--- src/pkt_fifo_pkg.sv ---
package pkt_fifo_pkg;
	localparam int ADDR_W = 6;
	localparam logic [6:0] DEPTH_UNIT = 7'h10;
	localparam logic [1:0] MODE_STANDBY = 2'h0;
	localparam logic [1:0] MODE_RX = 2'h1;
	localparam logic [1:0] MODE_TX = 2'h2;
	localparam logic [1:0] IRQA_NONE = 2'h0;
	localparam logic [1:0] IRQA_BYTE = 2'h1;
	localparam logic [1:0] IRQA_EMPTY = 2'h2;
	localparam logic [1:0] IRQA_SYNC = 2'h3;
	localparam logic [1:0] IRQB_NONE = 2'h0;
	localparam logic [1:0] IRQB_FULL = 2'h1;
	localparam logic [1:0] IRQB_SIGNAL_STRENGTH_FLAG = 2'h2;
	localparam logic [1:0] IRQB_THRESH = 2'h3;
	localparam logic [7:0] PREAMBLE_BYTE = 8'hAA;
	localparam logic [6:0] PREAMBLE_COUNT = 7'h03;
	localparam logic [6:0] SYNC_COUNT = 7'h04;
	localparam logic [6:0] CRC_COUNT = 7'h02;
	localparam logic [15:0] CRC_POLY = 16'h1021;
	localparam logic [15:0] CRC_INIT = 16'hFFFF;
	localparam logic [2:0] LAST_BIT = 3'h7;
	typedef enum logic [1:0] {TX_IDLE, TX_FETCH, TX_SHIFT, TX_DONE} tx_state_t;
	typedef enum logic [1:0] {PH_PRE, PH_SYNC, PH_PAY, PH_CRC} tx_phase_t;
	typedef enum logic [1:0] {RX_HUNT, RX_PAY, RX_CRC, RX_END} rx_phase_t;
endpackage : pkt_fifo_pkg

--- src/fifo_mem_if.sv ---
`timescale 1ns/1ps
// write and read ports of the byte store
interface fifo_mem_if;
	logic wr_en;
	logic [5:0] wr_addr;
	logic [7:0] wr_data;
	logic rd_en;
	logic [5:0] rd_addr;
	logic [7:0] rd_data;
	modport ctrl (output wr_en, output wr_addr, output wr_data, output rd_en, output rd_addr,
		input rd_data);
	modport mem (input wr_en, input wr_addr, input wr_data, input rd_en, input rd_addr,
		output rd_data);
endinterface : fifo_mem_if

--- src/pkt_fifo_datapath.sv ---
`timescale 1ns/1ps
module pkt_fifo_datapath (
	input wire logic clk_sys,
	input wire logic rst,
	input wire logic [1:0] chip_mode,
	input wire logic packet_mode,
	input wire logic packet_format_select,
	input wire logic [6:0] payload_length,
	input wire logic crc_enable,
	input wire logic [1:0] fifo_depth_select,
	input wire logic [5:0] fifo_level_threshold,
	input wire logic [1:0] rx_irq_a_select,
	input wire logic [1:0] rx_irq_b_select,
	input wire logic tx_start_condition,
	input wire logic tx_irq_b_select,
	input wire logic fill_method,
	input wire logic fill_control,
	input wire logic sync_match_enable,
	input wire logic bit_sync_enable,
	input wire logic [31:0] sync_word,
	input wire logic sync_found,
	input wire logic signal_strength_flag,
	input wire logic overrun_clear,
	input wire logic bit_clk,
	input wire logic rx_bit,
	input wire logic host_wr,
	input wire logic [7:0] host_wr_data,
	input wire logic host_rd,
	output logic [7:0] host_rd_data,
	output logic host_rd_valid,
	output logic tx_bit,
	output logic irq_out_a,
	output logic irq_out_b,
	output logic fifo_empty_flag,
	output logic fifo_full_flag,
	output logic fifo_threshold_flag,
	output logic overrun_flag,
	output logic transmit_done_flag,
	output logic byte_written_flag,
	output logic crc_ok,
	output logic sync_active,
	output logic bit_sync_active
);
	fifo_mem_if mif ();
	fifo_byte_mem u_mem (.clk_sys(clk_sys), .port(mif.mem));

	function automatic logic [15:0] crc_step(input logic [15:0] c, input logic b);
		crc_step = {c[14:0], 1'b0} ^ ((c[15] ^ b) ? pkt_fifo_pkg::CRC_POLY : 16'h0000);
	endfunction : crc_step

	// ==========================================================
	// link sampling
	// three stages; a level counts once stages two and three agree
	logic [2:0] clk_s, dat_s;
	logic clk_f, dat_f, bit_edge;
	always_ff @(posedge clk_sys) begin
		if (rst) begin
			clk_s <= 3'h0;
			dat_s <= 3'h0;
			clk_f <= 1'b0;
			dat_f <= 1'b0;
		end else begin
			clk_s <= {clk_s[1:0], bit_clk};
			dat_s <= {dat_s[1:0], rx_bit};
			clk_f <= (clk_s[2] == clk_s[1]) ? clk_s[2] : clk_f;
			dat_f <= (dat_s[2] == dat_s[1]) ? dat_s[2] : dat_f;
		end
	end
	assign bit_edge = !clk_f && clk_s[2] && clk_s[1];

	// ==========================================================
	// mode decode
	logic in_rx, in_tx, in_sb;
	logic [6:0] depth, eff_len;
	assign in_rx = chip_mode == pkt_fifo_pkg::MODE_RX;
	assign in_tx = chip_mode == pkt_fifo_pkg::MODE_TX;
	assign in_sb = chip_mode == pkt_fifo_pkg::MODE_STANDBY;
	assign sync_active = packet_mode || sync_match_enable;
	assign bit_sync_active = packet_mode || bit_sync_enable;
	assign depth = {1'b0, fifo_depth_select, 4'h0} + pkt_fifo_pkg::DEPTH_UNIT;
	// payload never longer than the queue can hold
	assign eff_len = (payload_length > depth) ? depth : payload_length;

	// ==========================================================
	// byte queue
	logic [5:0] wr_ptr, rd_ptr, next_wr_ptr, next_rd_ptr;
	logic [6:0] fifo_count, next_count;
	logic push, pop, push_ok, pop_ok, next_rd_valid, rx_push, tx_pop;
	logic [7:0] rx_data;
	assign fifo_full_flag = fifo_count == depth;
	assign fifo_empty_flag = fifo_count == 7'h00;
	always_comb begin
		// host may fill and drain from stand-by as well
		push = in_rx ? rx_push : host_wr;
		pop = in_tx ? tx_pop : host_rd;
		push_ok = push && !fifo_full_flag;
		pop_ok = pop && !fifo_empty_flag;
		next_count = fifo_count + {6'h00, push_ok} - {6'h00, pop_ok};
		next_wr_ptr = wr_ptr;
		next_rd_ptr = rd_ptr;
		if (push_ok) begin
			next_wr_ptr = ({1'b0, wr_ptr} == depth - 7'h01) ? 6'h00 : wr_ptr + 6'h01;
		end
		if (pop_ok) begin
			next_rd_ptr = ({1'b0, rd_ptr} == depth - 7'h01) ? 6'h00 : rd_ptr + 6'h01;
		end
		next_rd_valid = pop_ok && !in_tx;
	end
	always_ff @(posedge clk_sys) begin
		if (rst) begin
			wr_ptr <= 6'h00;
			rd_ptr <= 6'h00;
			fifo_count <= 7'h00;
			host_rd_valid <= 1'b0;
		end else begin
			wr_ptr <= next_wr_ptr;
			rd_ptr <= next_rd_ptr;
			fifo_count <= next_count;
			host_rd_valid <= next_rd_valid;
		end
	end
	assign mif.wr_en = push_ok;
	assign mif.wr_addr = wr_ptr;
	assign mif.wr_data = in_rx ? rx_data : host_wr_data;
	assign mif.rd_en = pop_ok;
	assign mif.rd_addr = rd_ptr;
	assign host_rd_data = mif.rd_data;

	// ==========================================================
	// transmit framer
	pkt_fifo_pkg::tx_state_t tx_state, next_tx_state;
	pkt_fifo_pkg::tx_phase_t tx_phase, next_tx_phase;
	logic [7:0] tx_shift, next_tx_shift;
	logic [2:0] tx_bits, next_tx_bits;
	logic [6:0] tx_cnt, next_tx_cnt;
	logic [15:0] tx_crc, next_tx_crc;
	logic [31:0] sync_rot;
	logic framed, tx_go;
	assign framed = packet_mode && !packet_format_select;
	always_comb begin
		next_tx_state = tx_state;
		next_tx_phase = tx_phase;
		next_tx_shift = tx_shift;
		next_tx_bits = tx_bits;
		next_tx_cnt = tx_cnt;
		next_tx_crc = tx_crc;
		tx_pop = 1'b0;
		sync_rot = sync_word << {tx_cnt + 7'h01, 3'h0};
		tx_go = tx_start_condition ? !fifo_empty_flag
			: (framed ? fifo_count >= {1'b0, fifo_level_threshold} : fifo_full_flag);
		// leaving transmit stops at once, unsent data stays queued
		if (!in_tx) begin
			next_tx_state = pkt_fifo_pkg::TX_IDLE;
		end else begin
			case (tx_state)
				pkt_fifo_pkg::TX_IDLE: begin
					if (tx_go && framed) begin
						next_tx_phase = pkt_fifo_pkg::PH_PRE;
						next_tx_shift = pkt_fifo_pkg::PREAMBLE_BYTE;
						next_tx_cnt = 7'h00;
						next_tx_bits = 3'h0;
						next_tx_crc = pkt_fifo_pkg::CRC_INIT;
						next_tx_state = pkt_fifo_pkg::TX_SHIFT;
					end else if (tx_go) begin
						next_tx_phase = pkt_fifo_pkg::PH_PAY;
						tx_pop = 1'b1;
						next_tx_state = pkt_fifo_pkg::TX_FETCH;
					end
				end
				pkt_fifo_pkg::TX_FETCH: begin
					next_tx_shift = mif.rd_data;
					next_tx_bits = 3'h0;
					next_tx_state = pkt_fifo_pkg::TX_SHIFT;
				end
				pkt_fifo_pkg::TX_SHIFT: begin
					if (bit_edge) begin
						if (tx_phase == pkt_fifo_pkg::PH_PAY) begin
							next_tx_crc = crc_step(tx_crc, tx_shift[7]);
						end
						next_tx_shift = {tx_shift[6:0], 1'b0};
						next_tx_bits = tx_bits + 3'h1;
						if (tx_bits == pkt_fifo_pkg::LAST_BIT) begin
							// byte boundary: pick what goes next in the frame
							next_tx_bits = 3'h0;
							next_tx_cnt = tx_cnt + 7'h01; // counts bytes, not bits
							case (tx_phase)
								pkt_fifo_pkg::PH_PRE: begin
									next_tx_shift = pkt_fifo_pkg::PREAMBLE_BYTE;
									if (next_tx_cnt == pkt_fifo_pkg::PREAMBLE_COUNT) begin
										next_tx_phase = pkt_fifo_pkg::PH_SYNC;
										next_tx_cnt = 7'h00;
										next_tx_shift = sync_word[31:24];
									end
								end
								pkt_fifo_pkg::PH_SYNC: begin
									next_tx_shift = sync_rot[31:24];
									if (next_tx_cnt == pkt_fifo_pkg::SYNC_COUNT) begin
										next_tx_phase = pkt_fifo_pkg::PH_PAY;
										next_tx_cnt = 7'h00;
										tx_pop = 1'b1;
										next_tx_state = pkt_fifo_pkg::TX_FETCH;
									end
								end
								pkt_fifo_pkg::PH_PAY: begin
									if (!framed) begin
										// unlimited length: run while bytes remain
										tx_pop = !fifo_empty_flag;
										next_tx_state = fifo_empty_flag ? pkt_fifo_pkg::TX_DONE
											: pkt_fifo_pkg::TX_FETCH;
									end else if (next_tx_cnt != eff_len) begin
										tx_pop = 1'b1;
										next_tx_state = pkt_fifo_pkg::TX_FETCH;
									end else if (crc_enable) begin
										next_tx_phase = pkt_fifo_pkg::PH_CRC;
										next_tx_cnt = 7'h00;
										next_tx_shift = next_tx_crc[15:8];
									end else begin
										next_tx_state = pkt_fifo_pkg::TX_DONE;
									end
								end
								default: begin
									next_tx_shift = tx_crc[7:0];
									if (next_tx_cnt == pkt_fifo_pkg::CRC_COUNT) begin
										next_tx_state = pkt_fifo_pkg::TX_DONE;
									end
								end
							endcase
						end
					end
				end
				default: ;
			endcase
		end
	end
	always_ff @(posedge clk_sys) begin
		if (rst) begin
			tx_state <= pkt_fifo_pkg::TX_IDLE;
			tx_phase <= pkt_fifo_pkg::PH_PRE;
			tx_shift <= 8'h00;
			tx_bits <= 3'h0;
			tx_cnt <= 7'h00;
			tx_crc <= pkt_fifo_pkg::CRC_INIT;
		end else begin
			tx_state <= next_tx_state;
			tx_phase <= next_tx_phase;
			tx_shift <= next_tx_shift;
			tx_bits <= next_tx_bits;
			tx_cnt <= next_tx_cnt;
			tx_crc <= next_tx_crc;
		end
	end
	assign tx_bit = tx_shift[7];
	assign transmit_done_flag = tx_state == pkt_fifo_pkg::TX_DONE;

	// ==========================================================
	// receive deframer
	pkt_fifo_pkg::rx_phase_t rx_phase, next_rx_phase;
	logic [7:0] rx_shift, next_rx_shift;
	logic [2:0] rx_bits, next_rx_bits;
	logic [6:0] rx_cnt, next_rx_cnt;
	logic [15:0] rx_crc, next_rx_crc;
	logic sync_seen, next_sync_seen, was_rx, next_overrun, next_crc_ok, rx_fill, rx_byte;
	assign rx_data = {rx_shift[6:0], dat_f};
	always_comb begin
		next_rx_phase = rx_phase;
		next_rx_shift = rx_shift;
		next_rx_bits = rx_bits;
		next_rx_cnt = rx_cnt;
		next_rx_crc = rx_crc;
		next_sync_seen = sync_seen;
		next_crc_ok = crc_ok;
		next_overrun = overrun_flag && !overrun_clear;
		rx_push = 1'b0;
		rx_byte = 1'b0;
		rx_fill = framed ? (rx_phase == pkt_fifo_pkg::RX_PAY)
			: (fill_method ? fill_control : sync_seen);
		if (!in_rx) begin
			next_rx_bits = 3'h0;
			next_rx_phase = pkt_fifo_pkg::RX_HUNT;
		end else if (!was_rx) begin
			next_sync_seen = 1'b0;
			next_rx_bits = 3'h0;
		end else if (sync_found && sync_active) begin
			// realign to the byte after the sync word
			next_sync_seen = 1'b1;
			next_rx_bits = 3'h0;
			if (rx_phase == pkt_fifo_pkg::RX_HUNT) begin
				next_rx_phase = pkt_fifo_pkg::RX_PAY;
				next_rx_cnt = 7'h00;
				next_rx_crc = pkt_fifo_pkg::CRC_INIT;
				next_crc_ok = 1'b0;
			end
		end else if (bit_edge) begin
			next_rx_shift = rx_data;
			next_rx_bits = rx_bits + 3'h1;
			next_rx_crc = crc_step(rx_crc, dat_f);
			if (rx_bits == pkt_fifo_pkg::LAST_BIT) begin
				rx_byte = rx_fill;
				rx_push = rx_byte && !fifo_full_flag;
				next_overrun = next_overrun || (rx_byte && fifo_full_flag);
				next_rx_cnt = rx_cnt + 7'h01;
				if (rx_phase == pkt_fifo_pkg::RX_PAY && next_rx_cnt == eff_len) begin
					next_rx_phase = crc_enable ? pkt_fifo_pkg::RX_CRC : pkt_fifo_pkg::RX_END;
					next_rx_cnt = 7'h00;
				end else if (rx_phase == pkt_fifo_pkg::RX_CRC
					&& next_rx_cnt == pkt_fifo_pkg::CRC_COUNT) begin
					// remainder is zero when data and checksum agree
					next_crc_ok = next_rx_crc == 16'h0000;
					next_rx_phase = pkt_fifo_pkg::RX_END;
				end
			end
		end
	end
	always_ff @(posedge clk_sys) begin
		if (rst) begin
			rx_phase <= pkt_fifo_pkg::RX_HUNT;
			rx_shift <= 8'h00;
			rx_bits <= 3'h0;
			rx_cnt <= 7'h00;
			rx_crc <= pkt_fifo_pkg::CRC_INIT;
			sync_seen <= 1'b0;
			was_rx <= 1'b0;
			overrun_flag <= 1'b0;
			crc_ok <= 1'b0;
			byte_written_flag <= 1'b0;
		end else begin
			rx_phase <= next_rx_phase;
			rx_shift <= next_rx_shift;
			rx_bits <= next_rx_bits;
			rx_cnt <= next_rx_cnt;
			rx_crc <= next_rx_crc;
			sync_seen <= next_sync_seen;
			was_rx <= in_rx;
			overrun_flag <= next_overrun;
			crc_ok <= next_crc_ok;
			byte_written_flag <= rx_push && push_ok;
		end
	end
	assign fifo_threshold_flag = sync_seen && fifo_count >= {1'b0, fifo_level_threshold};

	// ==========================================================
	// interrupt routing, registered levels
	logic next_irq_a, next_irq_b;
	always_comb begin
		next_irq_a = 1'b0;
		next_irq_b = 1'b0;
		if (in_tx) begin
			next_irq_a = fifo_empty_flag;
			next_irq_b = tx_irq_b_select ? transmit_done_flag : fifo_full_flag;
		end else if (in_rx || in_sb) begin
			// stand-by keeps only the queue-state sources
			case (rx_irq_a_select)
				pkt_fifo_pkg::IRQA_BYTE: next_irq_a = in_rx && byte_written_flag;
				pkt_fifo_pkg::IRQA_EMPTY: next_irq_a = fifo_empty_flag;
				pkt_fifo_pkg::IRQA_SYNC: next_irq_a = in_rx && sync_seen;
				default: next_irq_a = 1'b0;
			endcase
			case (rx_irq_b_select)
				pkt_fifo_pkg::IRQB_FULL: next_irq_b = fifo_full_flag;
				pkt_fifo_pkg::IRQB_SIGNAL_STRENGTH_FLAG: next_irq_b = in_rx && signal_strength_flag;
				pkt_fifo_pkg::IRQB_THRESH: next_irq_b = fifo_threshold_flag;
				default: next_irq_b = 1'b0;
			endcase
		end
	end
	always_ff @(posedge clk_sys) begin
		if (rst) begin
			irq_out_a <= 1'b0;
			irq_out_b <= 1'b0;
		end else begin
			irq_out_a <= next_irq_a;
			irq_out_b <= next_irq_b;
		end
	end
endmodule : pkt_fifo_datapath

--- src/fifo_byte_mem.sv ---
`timescale 1ns/1ps
// 64 byte store, read data registered
module fifo_byte_mem (
	input wire logic clk_sys,
	fifo_mem_if.mem port
);
	logic [7:0] store [64];
	logic [7:0] rd_q;

	// no reset on the array: contents are only read after being written
	always_ff @(posedge clk_sys) begin
		if (port.wr_en) begin
			store[port.wr_addr] <= port.wr_data;
		end
		if (port.rd_en) begin
			rd_q <= store[port.rd_addr];
		end
	end
	assign port.rd_data = rd_q;
endmodule : fifo_byte_mem

--- config.mk ---
export PLATFORM = sky130hd
export DESIGN_NAME = pkt_fifo_datapath
export DESIGN_NICKNAME = d
export VERILOG_FILES = /design/src/pkt_fifo_pkg.sv /design/src/fifo_mem_if.sv /design/src/pkt_fifo_datapath.sv /design/src/fifo_byte_mem.sv
export SDC_FILE = /design/constraint.sdc
export NUM_CORES = 1
export LEC_CHECK = 0
export BUFFER_PORTS_ARGS = -buffer_cell sky130_fd_sc_hd__buf_2
export CORE_MARGIN = 2
export CORE_UTILIZATION = 31
export CTS_CLUSTER_SIZE = 8
export DETAILED_ROUTE_END_ITERATION = 8
export PLACE_DENSITY = 0.44
export REMOVE_ABC_BUFFERS = 1
export SLEW_MARGIN = 20
export SYNTH_ARGS = -nofsm -noshare
export SYNTH_HDL_FRONTEND = slang
export SYNTH_HIERARCHICAL = 1
export SYNTH_SLANG_ARGS = --single-unit
--- constraint.sdc ---
create_clock -name clk_sys -period 5.8 [get_ports clk_sys]
set_clock_uncertainty 0.15 [all_clocks]
set_input_delay 1.16 -clock clk_sys [delete_from_list [all_inputs] [get_ports clk_sys]]
set_output_delay 1.16 -clock clk_sys [all_outputs]
set_load 0.01 [all_outputs]
# Word-level counts from Yosys, hierarchy flattened
# Memory sizes are Yosys's and may differ from the RTL's. A register that Yosys moved wholly into a read port is not among the register bits.
# Cells that the tools add are included.
# word_totals
ff_bits	108
ram_bits	512
inputBits	79
out_inout_bits	21
word_cells	262
memories	1
# op_classes
addsub	10
magnitude_cmp	2
n_eq_ne	45
shifts	1
mux	113
bitwise_logic	8
n_reduce_logical	55
# mem_list
memory	words	width	read_ports	rd_ports_with_merged_regs	wr	line	rtl
u_mem.store	64	8	1	1	1	fifo_byte_mem.sv:7	logic [7:0] store [64];
# ops
op	n
7-bit 2-to-1 mux	14
16-bit 2-to-1 mux	6
8-bit 2-to-1 mux	8
2-bit 2-to-1 mux	25
8-bit one-hot mux with 3 select lines	2
1-bit 2-to-1 mux	39
16-bit one-hot mux with 2 select lines	1
32-bit by 10-bit << shifter with 32-bit output	1
16-bit by 13-bit bitwise XOR with 16-bit output	2
13-bit 2-to-1 mux	2
7-bit by 2-bit == test with 1-bit output, second input constant	3
7-bit one-hot mux with 3 select lines	1
5-bit AND reduction	4
2-bit == test, second input constant	9
1-bit logical AND	18
3-bit != test, second input constant	6
2-bit one-hot mux with 3 select lines	3
16-bit logical NOT	1
4-bit AND reduction	4
7-bit by 1-bit adder with 7-bit output, second input constant	2
6-bit by 7-bit == test with 1-bit output	2
7-bit == test	2
7-bit one-hot mux with 2 select lines	1
6-bit by 1-bit adder with 6-bit output, second input constant	2
other kinds (36)	76

# Logic depth before layout (Yosys ltp)
# logic_depth
ltp_word	13
ltp_mapped	21
ltp_nobuf	21

# Cells and area by module
# Netlist, hierarchy kept.
# modules_own_cells
module	n_inst	cells_per_inst	area_per_inst_um2	seq_area_each_um2
fifo_byte_mem	1	972	20270.7	15615.0
pkt_fifo_datapath	1	868	6930.4	2162.1

# Least setup slack after synthesis
# Ideal clock, no wire load.
# synth_timing
path_type	in2reg
startpoint	input port fifo_depth_select[0]
endpoint	register fifo_count[6]
t_arrival_ns	5.249
required_ns	5.580
setup_slack_ns	0.331
path_stages	21
cell_sequence	ha_1 inv_1 ha_1 or2_2 buf_1 a31o_2 a21oi_1 o221a_2 a21oi_1 o21ai_0 inv_1 ha_1 inv_1 ha_1 fa_1 a21oi_1 o21bai_1 a21oi_1 nor2_1 or3_1 a21oi_1
# synth_between
elab_chain_cells	13
word_cells_on_any_way	29
classes_between	3 x add/sub; 1 x order compare; 2 x eq/ne; 18 x mux; 5 x reduce/logical
# synth_lines
item	line	rtl
start: declaration	pkt_fifo_datapath.sv:10	input wire logic [1:0] fifo_depth_select,
6-bit by 5-bit adder with 7-bit output *	pkt_fifo_datapath.sv:80	assign depth = {1'b0, fifo_depth_select, 4'h0} + pkt_fifo_pkg::DEPTH_UNIT;
7-bit > comparator	pkt_fifo_datapath.sv:82	assign eff_len = (payload_length > depth) ? depth : payload_length;
7-bit 2-to-1 mux	pkt_fifo_datapath.sv:82	
7-bit != test	pkt_fifo_datapath.sv:210	end else if (next_tx_cnt != eff_len) begin
1-bit 2-to-1 mux	pkt_fifo_datapath.sv:210	
1-bit 2-to-1 mux	pkt_fifo_datapath.sv:205	if (!framed) begin
1-bit one-hot mux with 2 select lines	pkt_fifo_datapath.sv:186	case (tx_phase)
1-bit 2-to-1 mux	pkt_fifo_datapath.sv:182	if (tx_bits == pkt_fifo_pkg::LAST_BIT) begin
1-bit 2-to-1 mux	pkt_fifo_datapath.sv:176	if (bit_edge) begin
1-bit one-hot mux with 2 select lines *	pkt_fifo_datapath.sv:155	case (tx_state)
1-bit 2-to-1 mux *	pkt_fifo_datapath.sv:95	pop = in_tx ? tx_pop : host_rd;
1-bit logical AND *	pkt_fifo_datapath.sv:97	pop_ok = pop && !fifo_empty_flag;
named net mif.rd_en	fifo_mem_if.sv:7	logic rd_en;
7-bit by 1-bit subtractor with 7-bit output *	pkt_fifo_datapath.sv:98	next_count = fifo_count + {6'h00, push_ok} - {6'h00, pop_ok};
end signal: assignment	pkt_fifo_datapath.sv:118	fifo_count <= next_count;
end: declaration	pkt_fifo_datapath.sv:87	logic [6:0] fifo_count, next_count;
# The timed path passes the listed nets; every way through them passes the cells marked *.
# A chain may end at the register's enable or synchronous reset.

# Worst setup path in the final report
# Same ends and word-level chain as after synthesis.

==> flow_summary.toml <==
[outcome]
outcome = "finished clean"

[sta]
min_period_ns = 4.97
tightest_slew_ns = 1.10
fin_ws_ns = 0.827
max_freq_mhz = 201
slew_viol_final = 0
maxSlewHeadroom_pct = 26.3
hold_ws_ns = 0.285
hold_viol = 0
fin_crit_sh_pct = 85.7
setup_viol = 0
rsz0062_at_grt = "false"

[yosys]
yosys_warnings = 6
syn_avg_cell_area_um2 = 14.8
synth_cells = 1840
yosysTopAreaCellShare_pct = 57.4
yosysMostFrequentCell = "edfxtp_1"
ys_seq_elements = 628
synth_common_cells = "edfxtp_1, nor2_1, mux4_2, nand2_1, dfxtp_1"
synth_ff_type = "edfxtp_1"
synth_cell_types = 89
synth_area_leaders = "edfxtp_1, mux4_2, dfxtp_1"
async_flop_share_pct = 0
yosysSeqAreaShare_pct = 65.4
synth-edff-count = 520
synth_top_cell_by_area = "edfxtp_1"
syn_area_um2 = 27200

[placement]
port_buffers = 99
gp_congestion = 0.837
place_ws_ns = 0.240
post-dp-hpwl_mm = 50.6
placed_area_um2 = 29500

[clock_network]
cts_buffer_depth = 3
clk_latency_ns = 0.63
cts_hold_buf = 0
h-tree-depth = 3
path_clk_slew_ns = 0.05
clockRootBuffer = "clkbuf_16"
clkSinkCount = 628
cts_resized = 0
cts_tree = "done"
cts_buffers = 89
post_cts_buffers = 0

[setup_path]
r2r_end = "fifo_count[6]"
cp_data_arrival_time_ns = 5.38
endpoint_kind = "flip-flop"
crit_fanout = 6
critPathKind = "in2reg"
regToRegSetupSlack_ns = 1.33
r2r-start = "tx_cnt[0]"
cp-start-kind = "primary input"
ff2ff_path_depth = 19
critPathRequiredTime_ns = 6.21

[die]
fp.coreArea_um2 = 86900
rows = 108
pin_count = 100
start_util_pct = 31.3
die_x_um = 300
die_h_um = 300
dieArea_um2 = 90100

[drt]
vias_per_cell = 5.20
via_count = 16800
drcViolationCount = 0
drt_iter0_drc = 1208
antenna_left = 0
routedWlPerCell_um = 23.5
drtPass1Iterations = 8
wirelength_mm = 75.8

[hold_path]
whs_endpoint = "clk_s[1]"
min_from = "clk_s[0]"
min_path_cells = 1
worstHoldPathType = "reg2reg"

[global_routing]
grt_pass1_wl_mm = 113
grt_pass1_vias = 17400
grt_max_degree = 65
groute.usage.overall_pct = 16.8
antenna_found_initial = 1
grt_overflow = 0

[cells_and_area]
area.growth.synth_to_final_pct = 17.5
post_route_cells_drive_above_1_share_pct = 22.9
nets = 2147
finish.instance_area_um2 = 31900
final_util_pct = 36.8

[pwr]
p_total_mw = 11.3
p_leak_nw = 10.4
peakVddDrop_uv = 194
power.density_nw_per_um2 = 354

[flow_run]
max_cap_viol_count = 0
## cells in the final DEF, fill, tap and decap left out, types with 40 or more instances in the layout
master and instances:
edfxtp_1 520, nor2_1 163, mux4_2 132, nand2_1 123, dfxtp_1 105, buf_2 99, buf_4 95, clkbuf_16 90
o21ai_0 60, a21oi_1 53, nand3_1 49, inv_1 47, o22ai_1 40
## final cells by class
| type | instances | area, um2 |
|---|---|---|
| clock inverter | 8 | 113 |
| clock buffer | 123 | 2380 |
| timing repair buffer | 198 | 1290 |
| fill | 8281 | 54900 |
| sequential | 628 | 17800 |
| multi-input combinational | 1063 | 8750 |
| antenna | 2 | 5.00 |
| tap | 1155 | 1450 |
| inverter | 50 | 188 |
## sequential cells by signal, indices dropped and copies added (netlist names), 2 cells and up
register and count:
clk_s 3, dat_s 3, fifo_count 7, mif.rd_addr 6, mif.wr_addr 6, rx_bits 3
rx_cnt 7, rx_crc 16, rx_phase 2, rx_shift 7, tx_bits 3, tx_cnt 7
tx_crc 16, tx_phase 2, tx_shift 8, tx_state 2, u_mem/port.rd_data 8, u_mem/store 512
## cells by family after synthesis
kind of cell | Yosys count | share of synthesized area [%]
muxes | 165 | 12.2
and+or+nand+nor | 519 | 9.21
adders and majority gates | 38 | 1.78
buffers and inverters | 149 | 2.56
DFF | 628 | 65.4
AOI/OAI and AO/OA | 305 | 7.72
xor gates and xnor gates | 36 | 1.21
## per-layer routing
metal  vias up  wire (um)  track usage, %
li1       7576          -               -
met1      8640      33100            21.9
met2       437      37200            28.4
met3       117       3480            2.64
met4         0       2020            5.67
met5         -          0               0
## report_power, final
group	internal [mW]	total (mW)	switching (mW)
registers	4.98	5.10	0.117
logic	0.641	1.47	0.831
clock network	2.86	4.74	1.89
total	8.48	11.3	2.83
## worst max path at each step
stage / startpoint / endpoint / slack [ns] / cells after the start
floorplan: mif.rd_addr[0] / u_mem/port.rd_data[0] / -1.49 / 5
global placement: fifo_depth_select[0] / fifo_count[6] / 0.23 / 20
detailed placement: fifo_depth_select[0] / fifo_count[6] / 0.24 / 20
CTS: fifo_depth_select[0] / fifo_count[6] / 0.87 / 20
global route: fifo_depth_select[0] / fifo_count[6] / 0.42 / 20
finish: fifo_depth_select[0] / fifo_count[6] / 0.83 / 20
## through the flow
stage | setup TNS [ns] | std cells
after floorplan | -15.67 | 1741
after global placement | 0 | 3093
after detailed placement | 0 | 3094
after CTS | 0 | 3225
after global routing | 0 | 3225
final | 0 | 3227
## critical path, cell delays in order
cell and delay, ns:
buf_2 0.11, ha_1 0.40, buf_4 0.21, o211ai_2 0.26, a21oi_1 0.11, o41ai_1 0.47
o221a_2 0.31, a21oi_1 0.09, o21ai_0 0.23, inv_1 0.10, ha_1 0.28, inv_1 0.04
ha_1 0.20, fa_1 0.43, a21oi_1 0.16, o21bai_1 0.10, a21oi_1 0.17, nor2_1 0.07
or3_1 0.34, a21oi_1 0.14
Power figures use the tool's default switching activity.
